## src/rtl/iqtg_regs.vh

```
// register map, field layout, reset values and form codes of the iq test signal generator
`ifndef IQTG_REGS_VH
`define IQTG_REGS_VH
`define IQTG_ADDR_W 4
`define IQTG_OFF_CTRL 4'h0
`define IQTG_OFF_FORM 4'h1
`define IQTG_OFF_PERIOD 4'h2
`define IQTG_OFF_PHASE 4'h3
`define IQTG_OFF_FREQ 4'h4
`define IQTG_OFF_AMPL 4'h5
`define IQTG_OFF_DC 4'h6
`define IQTG_OFF_CONST_I 4'h7
`define IQTG_OFF_CONST_Q 4'h8
`define IQTG_OFF_STATUS 4'h9
`define IQTG_OFF_INDEX 4'ha
`define IQTG_CTRL_PLAY 0
`define IQTG_CTRL_GEN 1
`define IQTG_CTRL_ARM 2
`define IQTG_CTRL_TRIG 3
`define IQTG_ST_PLAY 0
`define IQTG_ST_RUN 1
`define IQTG_ST_ARMED 2
`define IQTG_ST_FULL 3
`define IQTG_FORM_SINE 2'h0
`define IQTG_FORM_RECT 2'h1
`define IQTG_FORM_CONST 2'h2
`define IQTG_PERIOD_RST 16'h0064
`define IQTG_PERIOD_MIN 16'h0002
`define IQTG_AMPL_RST 16'h6666
`define IQTG_FREQ_RST 32'h000003e8
`define IQTG_FIFO_DEPTH 4
`define IQTG_SAMPLE_W 32
`define IQTG_LUT_AW 8
`endif

```

## src/rtl/iqtg_fifo.v

```verilog
// small flip-flop fifo between the sample generator and the playback datapath
`timescale 1ns/1ns
`default_nettype none
module iqtg_fifo #(
  parameter WIDTH = 32,
  parameter DEPTH = 4,
  parameter AW = 2
) (
  input wire clk, // clock
  input wire rst_n, // synchronous reset, active low
  input wire in_valid, // write request
  output wire in_ready, // room available
  input wire [WIDTH-1:0] in_data, // write data
  output wire out_valid, // data available
  input wire out_ready, // reader takes data
  output wire [WIDTH-1:0] out_data // head of queue
);
  reg [WIDTH-1:0] mem_r [0:DEPTH-1];
  reg [AW-1:0] wr_ptr_r;
  reg [AW-1:0] rd_ptr_r;
  reg [AW:0] count_r;
  wire do_wr;
  wire do_rd;
  localparam integer DEPTH_I = DEPTH;
  localparam integer LAST_I = DEPTH - 1;
  assign in_ready = (count_r != DEPTH_I[AW:0]);
  assign out_valid = (count_r != {(AW+1){1'b0}});
  assign out_data = mem_r[rd_ptr_r];
  assign do_wr = in_valid && in_ready;
  assign do_rd = out_valid && out_ready;
  always @(posedge clk) begin
    if (do_wr) begin
      mem_r[wr_ptr_r] <= in_data;
    end
  end
  always @(posedge clk) begin
    if (!rst_n) begin
      wr_ptr_r <= {AW{1'b0}};
      rd_ptr_r <= {AW{1'b0}};
      count_r <= {(AW+1){1'b0}};
    end else begin
      if (do_wr) begin
        wr_ptr_r <= (wr_ptr_r == LAST_I[AW-1:0]) ? {AW{1'b0}} : wr_ptr_r + 1'b1;
      end
      if (do_rd) begin
        rd_ptr_r <= (rd_ptr_r == LAST_I[AW-1:0]) ? {AW{1'b0}} : rd_ptr_r + 1'b1;
      end
      if (do_wr && !do_rd) begin
        count_r <= count_r + 1'b1;
      end else if (do_rd && !do_wr) begin
        count_r <= count_r - 1'b1;
      end
    end
  end
endmodule
`default_nettype wire

```

## src/rtl/iqtg_top.v

```verilog
// iq test signal generator: sine, rectangular and constant pair forms feeding the playback datapath
// Functional notes
// - sine mode: sine on I, shifted sine on Q
// - programmable phase offset applied to Q sine
// - test frequency register, stored and read back only; not used by sine or rectangle
// - programmable samples per period, sine form
// - programmable samples per period, rectangular form
// - rectangle high half period, low half
// - rectangle identical on I and Q
// - rectangle amplitude programmable as full-scale fraction
// - programmable dc shift added to rectangle samples
// - constant form holds independent I and Q values
// - direct generation becomes active output immediately
// - software can arm and manually trigger
// - playback enable disables other modulation sources
//
// Our own choices: the register offsets and the strobed register port.
`timescale 1ns/1ns
`default_nettype none
`include "iqtg_regs.vh"
module iqtg_top (
  input wire CORE_CLK, // 100 mhz clock
  input wire RESET_N, // synchronous reset, active low
  input wire [3:0] REG_ADDR, // register word index
  input wire [31:0] REG_WDATA, // write data
  input wire REG_WR, // write strobe
  input wire REG_RD, // read strobe
  output reg [31:0] REG_RDATA, // read data, cycle after strobe
  input wire SAMPLE_EN, // player sample clock enable
  output wire IQ_VALID, // sample available
  input wire IQ_READY, // datapath takes sample
  output wire [15:0] IQ_I, // in-phase sample
  output wire [15:0] IQ_Q, // quadrature sample
  output reg OTHER_MOD_OFF // other modulation sources disabled
);
  localparam ST_IDLE = 2'h0;
  localparam ST_ARMED = 2'h1;
  localparam ST_RUN = 2'h2;

  reg play_r;
  reg [1:0] form_r;
  reg [15:0] period_r;
  reg [15:0] phase_r;
  reg [31:0] freq_r;
  reg [15:0] ampl_r;
  reg [15:0] dc_r;
  reg [15:0] const_i_r;
  reg [15:0] const_q_r;
  reg [1:0] state_r;
  reg [1:0] state_nxt;
  reg [15:0] index_r;
  reg [15:0] index_nxt;
  reg [31:0] rdata_nxt;
  reg [31:0] status_w;
  reg [15:0] i_nxt;
  reg [15:0] q_nxt;
  reg [31:0] q_idx;
  reg [31:0] i_acc;
  reg [31:0] q_acc;
  reg signed [16:0] rect_sum;
  reg signed [15:0] rect_val;
  wire wr_ctrl;
  wire arm_req;
  wire trig_req;
  wire gen_req;
  wire fifo_in_ready;
  wire fifo_in_valid;
  wire [31:0] fifo_out;
  wire [15:0] period_eff;
  wire signed [31:0] ampl_prod;
  wire [`IQTG_LUT_AW-1:0] i_lut_addr;
  wire [`IQTG_LUT_AW-1:0] q_lut_addr;

  // periods below two would leave the rectangle without a low half
  assign period_eff = (period_r < `IQTG_PERIOD_MIN) ? `IQTG_PERIOD_MIN : period_r;
  assign wr_ctrl = REG_WR && (REG_ADDR == `IQTG_OFF_CTRL);
  assign gen_req = wr_ctrl && REG_WDATA[`IQTG_CTRL_GEN];
  assign arm_req = wr_ctrl && REG_WDATA[`IQTG_CTRL_ARM];
  assign trig_req = wr_ctrl && REG_WDATA[`IQTG_CTRL_TRIG];

  ////////////////////////////////////////////////////////////////////////////
  // sine lookup, quarter-wave symmetry of a 256-entry full cycle
  function [15:0] sine_lut;
    input [`IQTG_LUT_AW-1:0] a;
    reg [6:0] q;
    reg [6:0] d;
    reg [12:0] sq;
    reg [15:0] m;
    begin
      // q climbs 0..63 over the first quarter and falls back 64..1 over the second
      q = a[6] ? (7'h40 - {1'b0, a[5:0]}) : {1'b0, a[5:0]};
      d = 7'h40 - q;
      // parabola 1 - (1 - x)^2 over a quarter wave, peak 0x7fff at q = 64
      sq = {6'h00, d} * {6'h00, d};
      m = 16'h7fff - {sq, 3'b000};
      if (q == 7'h00) begin
        m = 16'h0000;
      end
      sine_lut = a[7] ? (16'h0000 - m) : m;
    end
  endfunction

  ////////////////////////////////////////////////////////////////////////////
  // register writes
  always @(posedge CORE_CLK) begin
    if (!RESET_N) begin
      play_r <= 1'b0;
      form_r <= `IQTG_FORM_SINE;
      period_r <= `IQTG_PERIOD_RST;
      phase_r <= 16'h0000;
      freq_r <= `IQTG_FREQ_RST;
      ampl_r <= `IQTG_AMPL_RST;
      dc_r <= 16'h0000;
      const_i_r <= 16'h0000;
      const_q_r <= 16'h0000;
      OTHER_MOD_OFF <= 1'b0;
    end else begin
      // play and generate share the control word; generate also starts the run
      if (wr_ctrl) begin
        play_r <= REG_WDATA[`IQTG_CTRL_PLAY] | REG_WDATA[`IQTG_CTRL_GEN];
        OTHER_MOD_OFF <= REG_WDATA[`IQTG_CTRL_PLAY] | REG_WDATA[`IQTG_CTRL_GEN];
      end
      if (REG_WR) begin
        case (REG_ADDR)
          `IQTG_OFF_FORM: form_r <= REG_WDATA[1:0];
          `IQTG_OFF_PERIOD: period_r <= REG_WDATA[15:0];
          `IQTG_OFF_PHASE: phase_r <= REG_WDATA[15:0];
          `IQTG_OFF_FREQ: freq_r <= REG_WDATA;
          `IQTG_OFF_AMPL: ampl_r <= REG_WDATA[15:0];
          `IQTG_OFF_DC: dc_r <= REG_WDATA[15:0];
          `IQTG_OFF_CONST_I: const_i_r <= REG_WDATA[15:0];
          `IQTG_OFF_CONST_Q: const_q_r <= REG_WDATA[15:0];
          default: ;
        endcase
      end
    end
  end

  ////////////////////////////////////////////////////////////////////////////
  // status word, one bit per condition
  always @* begin
    status_w = 32'h00000000;
    status_w[`IQTG_ST_PLAY] = play_r;
    status_w[`IQTG_ST_RUN] = (state_r == ST_RUN);
    status_w[`IQTG_ST_ARMED] = (state_r == ST_ARMED);
    status_w[`IQTG_ST_FULL] = !fifo_in_ready;
  end

  ////////////////////////////////////////////////////////////////////////////
  // register reads
  always @* begin
    rdata_nxt = 32'h00000000;
    case (REG_ADDR)
      `IQTG_OFF_CTRL: rdata_nxt = {31'h00000000, play_r};
      `IQTG_OFF_FORM: rdata_nxt = {30'h00000000, form_r};
      `IQTG_OFF_PERIOD: rdata_nxt = {16'h0000, period_r};
      `IQTG_OFF_PHASE: rdata_nxt = {16'h0000, phase_r};
      `IQTG_OFF_FREQ: rdata_nxt = freq_r;
      `IQTG_OFF_AMPL: rdata_nxt = {16'h0000, ampl_r};
      `IQTG_OFF_DC: rdata_nxt = {16'h0000, dc_r};
      `IQTG_OFF_CONST_I: rdata_nxt = {16'h0000, const_i_r};
      `IQTG_OFF_CONST_Q: rdata_nxt = {16'h0000, const_q_r};
      `IQTG_OFF_STATUS: rdata_nxt = status_w;
      `IQTG_OFF_INDEX: rdata_nxt = {16'h0000, index_r};
      default: rdata_nxt = 32'h00000000;
    endcase
  end

  // read data stand for one cycle only and return to zero
  always @(posedge CORE_CLK) begin
    if (!RESET_N) begin
      REG_RDATA <= 32'h00000000;
    end else if (REG_RD) begin
      REG_RDATA <= rdata_nxt;
    end else begin
      REG_RDATA <= 32'h00000000;
    end
  end

  ////////////////////////////////////////////////////////////////////////////
  // playback trigger state: idle, armed waiting for a trigger, running
  always @* begin
    state_nxt = state_r;
    case (state_r)
      ST_IDLE: begin
        if (gen_req || (play_r && trig_req)) begin
          state_nxt = ST_RUN;
        end else if (arm_req) begin
          state_nxt = ST_ARMED;
        end
      end
      ST_ARMED: begin
        if (trig_req || gen_req) begin
          state_nxt = ST_RUN;
        end
      end
      ST_RUN: begin
        if (arm_req) begin
          state_nxt = ST_ARMED;
        end
      end
      default: state_nxt = ST_IDLE;
    endcase
    // a control write with neither play nor generate returns to idle; samples already in the fifo still drain
    if (wr_ctrl && !REG_WDATA[`IQTG_CTRL_PLAY] && !REG_WDATA[`IQTG_CTRL_GEN]) begin
      state_nxt = ST_IDLE;
    end
  end

  ////////////////////////////////////////////////////////////////////////////
  // sample index and sample forming
  assign fifo_in_valid = (state_r == ST_RUN) && SAMPLE_EN;

  // every start, stop or manual trigger puts the pattern back at index zero;
  // a full fifo refuses the slot, so the index holds and no sample is skipped
  always @* begin
    index_nxt = index_r;
    if (state_nxt != ST_RUN || state_r != ST_RUN || trig_req) begin
      index_nxt = 16'h0000;
    end else if (fifo_in_valid && fifo_in_ready) begin
      index_nxt = (index_r >= period_eff - 16'h0001) ? 16'h0000 : index_r + 16'h0001;
    end
  end

  always @(posedge CORE_CLK) begin
    if (!RESET_N) begin
      state_r <= ST_IDLE;
      index_r <= 16'h0000;
    end else begin
      state_r <= state_nxt;
      index_r <= index_nxt;
    end
  end

  // lut phase = index * 256 / period; q adds phase offset, 65536 = full turn
  always @* begin
    i_acc = ({16'h0000, index_r} << `IQTG_LUT_AW) / {16'h0000, period_eff};
    q_idx = {16'h0000, phase_r} >> (16 - `IQTG_LUT_AW);
    q_acc = i_acc + q_idx;
  end
  assign i_lut_addr = i_acc[`IQTG_LUT_AW-1:0];
  assign q_lut_addr = q_acc[`IQTG_LUT_AW-1:0];

  // amplitude is a 16-bit fraction of full scale, 0x10000 being 1.0
  assign ampl_prod = $signed({1'b0, ampl_r}) * 32'sd32767;

  always @* begin
    rect_sum = 17'sh00000;
    rect_val = 16'sh0000;
    if ({index_r, 1'b0} < period_eff) begin
      rect_sum = $signed({ampl_prod[31], ampl_prod[31:16]}) + $signed({dc_r[15], dc_r});
    end else begin
      rect_sum = -$signed({ampl_prod[31], ampl_prod[31:16]}) + $signed({dc_r[15], dc_r});
    end
    // saturate so a large dc shift cannot wrap the rectangle around
    if (rect_sum > 17'sh07fff) begin
      rect_val = 16'sh7fff;
    end else if (rect_sum < -17'sh08000) begin
      rect_val = -16'sh8000;
    end else begin
      rect_val = rect_sum[15:0];
    end
    case (form_r)
      `IQTG_FORM_SINE: begin
        i_nxt = sine_lut(i_lut_addr);
        q_nxt = sine_lut(q_lut_addr);
      end
      `IQTG_FORM_RECT: begin
        i_nxt = rect_val;
        q_nxt = rect_val;
      end
      `IQTG_FORM_CONST: begin
        i_nxt = const_i_r;
        q_nxt = const_q_r;
      end
      default: begin
        i_nxt = 16'h0000;
        q_nxt = 16'h0000;
      end
    endcase
  end

  ////////////////////////////////////////////////////////////////////////////
  // output queue toward the playback datapath
  // four entries ride out short stalls of the datapath
  iqtg_fifo #(
    .WIDTH(`IQTG_SAMPLE_W),
    .DEPTH(`IQTG_FIFO_DEPTH),
    .AW(2)
  ) iqtg_fifo_inst (
    .clk(CORE_CLK),
    .rst_n(RESET_N),
    .in_valid(fifo_in_valid),
    .in_ready(fifo_in_ready),
    .in_data({i_nxt, q_nxt}),
    .out_valid(IQ_VALID),
    .out_ready(IQ_READY),
    .out_data(fifo_out)
  );
  // the fifo word carries i in the upper half and q in the lower half
  assign IQ_I = fifo_out[31:16];
  assign IQ_Q = fifo_out[15:0];
endmodule
`default_nettype wire

```

## config.mk

```make
export PLATFORM = sky130hd
export DESIGN_NAME = iqtg_top
export DESIGN_NICKNAME = d
export VERILOG_FILES = /design/src/rtl/iqtg_fifo.v /design/src/rtl/iqtg_top.v
export VERILOG_INCLUDE_DIRS = /design/src /design/src/rtl
export SDC_FILE = /design/constraint.sdc
export NUM_CORES = 2
export LEC_CHECK = 0
export ABC_CLOCK_PERIOD_IN_PS = 116900
export BUFFER_PORTS_ARGS = -buffer_cell sky130_fd_sc_hd__buf_4
export CORE_MARGIN = 2
export CORE_UTILIZATION = 50
export CTS_CLUSTER_DIAMETER = 40
export DETAILED_ROUTE_END_ITERATION = 10
export PLACE_DENSITY = 0.63
export SLEW_MARGIN = 0
export SYNTH_ARGS = -nofsm -noshare
export SYNTH_HDL_FRONTEND = slang
export SYNTH_HIERARCHICAL = 1
export SYNTH_SLANG_ARGS = --single-unit
```

## constraint.sdc

```tcl
create_clock -name CORE_CLK -period 116.9 [get_ports CORE_CLK]
set_input_delay 11.69 -clock CORE_CLK [delete_from_list [all_inputs] [get_ports CORE_CLK]]
set_output_delay 11.69 -clock CORE_CLK [all_outputs]
set_load 0.005 [all_outputs]
```

Yosys cells after proc, flatten, opt, wreduce, memory -nomap -nowiden
Memories as Yosys holds them, arrays and structs flattened. A register that Yosys moved wholly into a read port is not among the register bits. Index checks and enable logic that the tools add are counted.

Add/sub/neg operators: 18. Divide/modulo/power cells: 1. Multiplexer cells: 29. Bitwise logic cells: 2. $lt $le $gt $ge: 5. Equal/unequal tests: 19. Reduce and logical (&&, ||, !) cells: 38. Multipliers: 3.

Operators with widths (number): $pmux 32 s11 (1); $mux 16 (10); $pmux 16 s3 (2); $div 24x16->32 (1); $sub 1x16->16 const A (2); $sub 15x16->16 const A (2); $mul 16x15->31 const B (1); $mul 7x7->13 (2); $reduce_and 2->1 (9); $add 16x16->17 (1); $add 17x16->17 (1); $gt 17x16->1 const B (1); $lt 17x16->1 (1); $lt 17x16->1 const B (1); $mux 17 (1); $neg 15->17 (1); $add 16x1->16 const B (1); $eq 4x3->1 const B (4); $ge 16x16->1 (1); $lt 16x2->1 const B (1); $mux 2 (8); $sub 16x1->16 const B (1); $logic_not 7->1 (2); $mux 7 (2); other kinds (26) (58).

Memory bits (writable): 128. Memories: 1. Register bits: 188. Input bits: 42. Output and inout port bits: 66.

Memory list: iqtg_fifo_inst.mem_r (words 4, width 32, read ports 1, clocked after Yosys merged registers in 1, write ports 1, line iqtg_fifo.v:18) `reg [WIDTH-1:0] mem_r [0:DEPTH-1];`.

Longest topological paths before layout
Depth in word-level cells: 14. Depth in mapped cells: 494.

By module
Netlist, hierarchy kept.

By module, submodules not included: iqtg_top (sequential area each 3623.5 µm², area each 41886.4 µm², times used 1, cells each 5595); iqtg_fifo (sequential area each 4023.9 µm², area each 5094.9 µm², times used 1, cells each 218).

Worst setup path before layout
No wires, ideal clock.

Path kind: register -> register. Start: reg period_r[15]. End: mem iqtg_fifo_inst.mem_r[0][15], data pin. Data arrival time: 93.224 ns. Path slack: 23.393 ns. Buffers on the path: 47. Library setup time: 0.283 ns. Cell stages (with the launch flop): 472. Cell sequence: dfxtp_1 > buf_4 > nor4_4 > buf_4 > nand4_1 > nand2_1 > clkbuf_1 > buf_1 > ha_1 > and3_1 > ha_1 > or3_1 > and3_1 > o2111ai_1 > inv_1 > ha_1 > o211a_1 > a211oi_1 > [436 not listed] > inv_1 > fa_1 > fa_1 > inv_1 > fa_1 > fa_1 > ha_1 > a21o_1 > a21o_1 > a21oi_1 > nor2b_1 > o21ai_0 > nand2b_1 > a21oi_1 > xnor2_1 > xnor2_1 > a22oi_1 > o22ai_1.

Word-level cells in the longest chain between the ends: 14.

RTL lines: from (decl) (line iqtg_top.v:42) `reg [15:0] period_r;`; from (signal assigned) (line iqtg_top.v:109) `` period_r <= `IQTG_PERIOD_RST; ``; from (signal assigned) (line iqtg_top.v:126) `` `IQTG_OFF_PERIOD: period_r <= REG_WDATA[15:0]; ``; $lt 16x2->1 (no source line); $mux 16 * (line iqtg_top.v:75) `` assign period_eff = (period_r < `IQTG_PERIOD_MIN) ? `IQTG_PERIOD_MIN : period_r; ``; $div 24x16->32 (line iqtg_top.v:237) `` i_acc = ({16'h0000, index_r} << `IQTG_LUT_AW) / {16'h0000, period_eff}; ``; $add 8x8->8 (line iqtg_top.v:239) `q_acc = i_acc + q_idx;`; $sub 7x6->7 (line iqtg_top.v:91) `q = a[6] ? (7'h40 - {1'b0, a[5:0]}) : {1'b0, a[5:0]};`; $mux 7 (line iqtg_top.v:91); $sub 7x7->7 (line iqtg_top.v:92) `d = 7'h40 - q;`; $mul 7x7->13 (line iqtg_top.v:94) `sq = {6'h00, d} * {6'h00, d};`; $sub 15x16->16 (line iqtg_top.v:95) `m = 16'h7fff - {sq, 3'b000};`; $mux 16 (2 in a row); $sub 1x16->16 (line iqtg_top.v:99) `sine_lut = a[7] ? (16'h0000 - m) : m;`; $mux 16 (line iqtg_top.v:99); $pmux 16 s3 * (line iqtg_top.v:263) `case (form_r)`; via q_nxt[15] (line iqtg_top.v:56) `reg [15:0] q_nxt;`; to (decl) (line iqtg_fifo.v:18).

The timed path passes the listed nets; every way through them passes the cells marked *. The select of a mux whose other input is x is not followed.

Worst setup path after layout
Start: reg period_r[13]. End: mem iqtg_fifo_inst.mem_r[1][12], data pin.

The elaborated chain is that of the path after synthesis.

==> flow_metrics.env <==
export IMPL_status="finished, final reports clean"
export IMPL_synth_seq_cells=318
export IMPL_io_pins=108
export IMPL_slew_headroom=0.1570
export IMPL_synthTopCellsByCount="nand2_1, ha_1, nor2_1, a21oi_1, inv_1"
export IMPL_hp_class="flop to flop"
export IMPL_yosysMostFrequentCell="nand2_1"
export IMPL_rows=112
export IMPL_place_ws_ns=14.60
export IMPL_synth_top_area_frac=0.1582
export IMPL_rsz0062_at_grt="no"
export IMPL_synth_edf_count=128
export IMPL_fin_nets=6600
export IMPL_grt_pass1_vias=41730
export IMPL_drive_gt1_frac=0.08883
export IMPL_area_delta_synth_final_pct=7.595
export IMPL_fin_ws_ns=13.09
export IMPL_cp_start_kind="flop"
export IMPL_post_drt_wl_per_cell_um=20.59
export IMPL_crit_path_end_kind="flop"
export IMPL_die_width_um=310.5
export IMPL_dieArea_um2=96430
export IMPL_place_congestion=0.9902
export IMPL_routed_wl_mm=146.3
export IMPL_slowest_delay_ns=0.86
export IMPL_crit_top_cell="o21a_1"
export IMPL_crit_arrival_ns=104.04
export IMPL_crit_type="flop to flop"
export IMPL_clk_pin_slew_worst_paths_ns=0.06
export IMPL_hold_end="REG_RDATA[28]"
export IMPL_required_ns=117.13
export IMPL_cts_htree_levels=2
export IMPL_clock_skew_ns=0.06864
export IMPL_maxCapViolCount=0
export IMPL_syn_inst=5813
export IMPL_r2r_start="period_r[13]"
export IMPL_antenna_found_initial=6
export IMPL_timing_fmax_mhz=9.633
export IMPL_drc_errors=0
export IMPL_grt_pass1_wl_mm=231.4
export IMPL_cts_path_max_buffers=3
export IMPL_fin_tns_setup_ns=0
export IMPL_start_util=0.5041
export IMPL_post_dp_hpwl_mm=114.1
export IMPL_antenna_cells=0
export IMPL_yosys_area_top_type="ha_1"
export IMPL_io_buffers=107
export IMPL_hold_viol_final=0
export IMPL_synth_ff_type="dfxtp_1"
export IMPL_cp_slowest_cell="a21oi_1"
export IMPL_setup_viol_count_final=0
export IMPL_worst_pin_slew_ns=1.260
export IMPL_drtIter0Drc=3583
export IMPL_cts_sinks=318
export IMPL_yosysUniqueCellTypes=137
export IMPL_post_route_min_period_ns=103.81
export IMPL_post_synth_cell_area_avg_um2=8.082
export IMPL_whs_path_depth=1
export IMPL_worstHoldStart="freq_r[28]"
export IMPL_clock_latency_ns=0.61
export IMPL_r2r_end="iqtg_fifo_inst/mem_r[1][12]"
export IMPL_core_um2=93190
export IMPL_synth_async_reset_ratio=0
export IMPL_r2r_slack_ns=13.09
export IMPL_ys_top_cells_by_area="ha_1, edfxtp_1, dfxtp_1, fa_1, nand2_1"
export IMPL_period_share=0.8880
export IMPL_drtPass1Iterations=6
export IMPL_synth_seq_area_share=0.1628
export IMPL_ctsHoldBuffers=0
export IMPL_cts_resized=0
export IMPL_ant_nets=0
export IMPL_ctsRootBufferMaster="clkbuf_16"
export IMPL_syn_area_um2=46980
export IMPL_slew_violations=0
export IMPL_vias=43660
export IMPL_ys_warn_count=6
export IMPL_fp_dieH_um=310.5
export IMPL_grt_usage=0.2949
export IMPL_cts_setup_buffers=0
export IMPL_numCtsBuffers=44
export IMPL_gr_total_overflow=0
export IMPL_rr_worst_depth=447
export IMPL_crit_path_max_fanout=32
export IMPL_via_per_inst=6.142
export IMPL_tritoncts="built"
export IMPL_grt_start_max_net_pins=77
routing by layer:
| metal | global-route usage | wire length (um) | up-vias |
|---|---|---|---|
| met1 | 0.3936 | 64930 | 20620 |
| met5 | 0 | 61 | - |
| met2 | 0.4997 | 67490 | 1418 |
| met3 | 0.03424 | 9181 | 258 |
| li1 | - | - | 21350 |
| met4 | 0.08650 | 4662 | 10 |
registers in the layout, summed over array words and instances (netlist names), named ones only:
name	cells
iqtg_fifo_inst/count_r	3
phase_r	16
play_r	1
ampl_r	16
dc_r	16
freq_r	32
period_r	16
const_i_r	16
state_r	2
form_r	2
const_q_r	16
iqtg_fifo_inst/mem_r	128
iqtg_fifo_inst/wr_ptr_r	2
iqtg_fifo_inst/rd_ptr_r	2
REG_RDATA	32
index_r	16
per-stage QoR:
stage	cells	hold WS, ns	util	instance area (um^2)
2_1_floorplan	5819	0.4296	-	47000
3_3_place_gp	7029	0.4336	0.5259	49010
3_5_place_dp	7029	0.4387	0.5259	49010
4_1_cts	7108	0.4489	0.5424	50550
5_1_grt	7108	0.4709	0.5424	50550
6_report	7108	0.4491	0.5424	50550
placed cells by master, fill, tap and decap left out, types with 42 or more instances in the layout:
| cell | synthesis | routed |
|---|---|---|
| o211ai_1 | 53 | 53 |
| a21boi_0 | 128 | 128 |
| a21o_1 | 189 | 189 |
| xnor2_1 | 248 | 247 |
| nand2_1 | 632 | 631 |
| nor2b_1 | 67 | 67 |
| mux2_2 | 82 | 82 |
| mux2i_1 | 44 | 44 |
| nor3_1 | 190 | 186 |
| buf_4 | 6 | 159 |
| dfxtp_1 | 190 | 189 |
| inv_1 | 313 | 310 |
| a21oi_1 | 362 | 362 |
| or2_2 | 50 | 50 |
| o21a_1 | 155 | 155 |
| nand3_1 | 105 | 105 |
| xor2_1 | 114 | 114 |
| a31oi_1 | 48 | 48 |
| o21ai_0 | 212 | 212 |
| clkbuf_16 | 0 | 44 |
| edfxtp_1 | 128 | 128 |
| and2_1 | 79 | 79 |
| nor2_1 | 515 | 510 |
| nand2b_1 | 98 | 98 |
| fa_1 | 143 | 143 |
| ha_1 | 594 | 594 |
| o31ai_1 | 84 | 83 |
| or3_1 | 46 | 46 |
| nand4_1 | 71 | 71 |
| a211oi_1 | 44 | 42 |
final cells by class:
| cell class | count | area [um^2] |
|---|---|---|
| multi-input combinational | 4979 | 37390 |
| clock buffer | 54 | 1169 |
| clock inverter | 25 | 375.4 |
| timing repair buffer | 159 | 1194 |
| fill | 8837 | 42640 |
| tap | 1254 | 1569 |
| inverter | 319 | 1201 |
| sequential | 318 | 7649 |
worst max-delay path: cells and delay by family, from the launching register on:
kind	cells	cell delay, ns
XOR/XNOR	4	0.92
buffers and inverters	21	4.85
flip-flops	1	0.29
AO/OA/AOI/OAI	241	53.44
multiplexers	6	2.03
adder cells (fa/ha/maj)	39	13.65
AND/OR/NAND/NOR	136	27.96
kinds of logic (layout without fill, tap and decap cells):
kind of cell    after synthesis  after routing  synth area share
simple gates               2042           2042            0.2106
compound gates             1669           1669            0.2508
fa+ha+maj                   737            737            0.2191
buf+inv                     522            557           0.04341
xor+xnor                    362            362           0.06749
flops                       318            318            0.1628
mux                         162            162           0.04573
other cells                   1              7        0.00007982
how the worst max path moves through the flow:
stage                 startpoint                          end  cells after the start
floorplan           period_r[15]  iqtg_fifo_inst/mem_r[0][15]                    471
global placement    period_r[13]  iqtg_fifo_inst/mem_r[0][12]                    447
detailed placement  period_r[13]  iqtg_fifo_inst/mem_r[0][12]                    445
CTS                 period_r[13]  iqtg_fifo_inst/mem_r[1][12]                    445
global route        period_r[13]  iqtg_fifo_inst/mem_r[1][12]                    446
finish              period_r[13]  iqtg_fifo_inst/mem_r[1][12]                    447
Power is left out: the tool's default activity adds up to more than one toggle a clock period on the data nets, which glitch-free logic cannot reach.
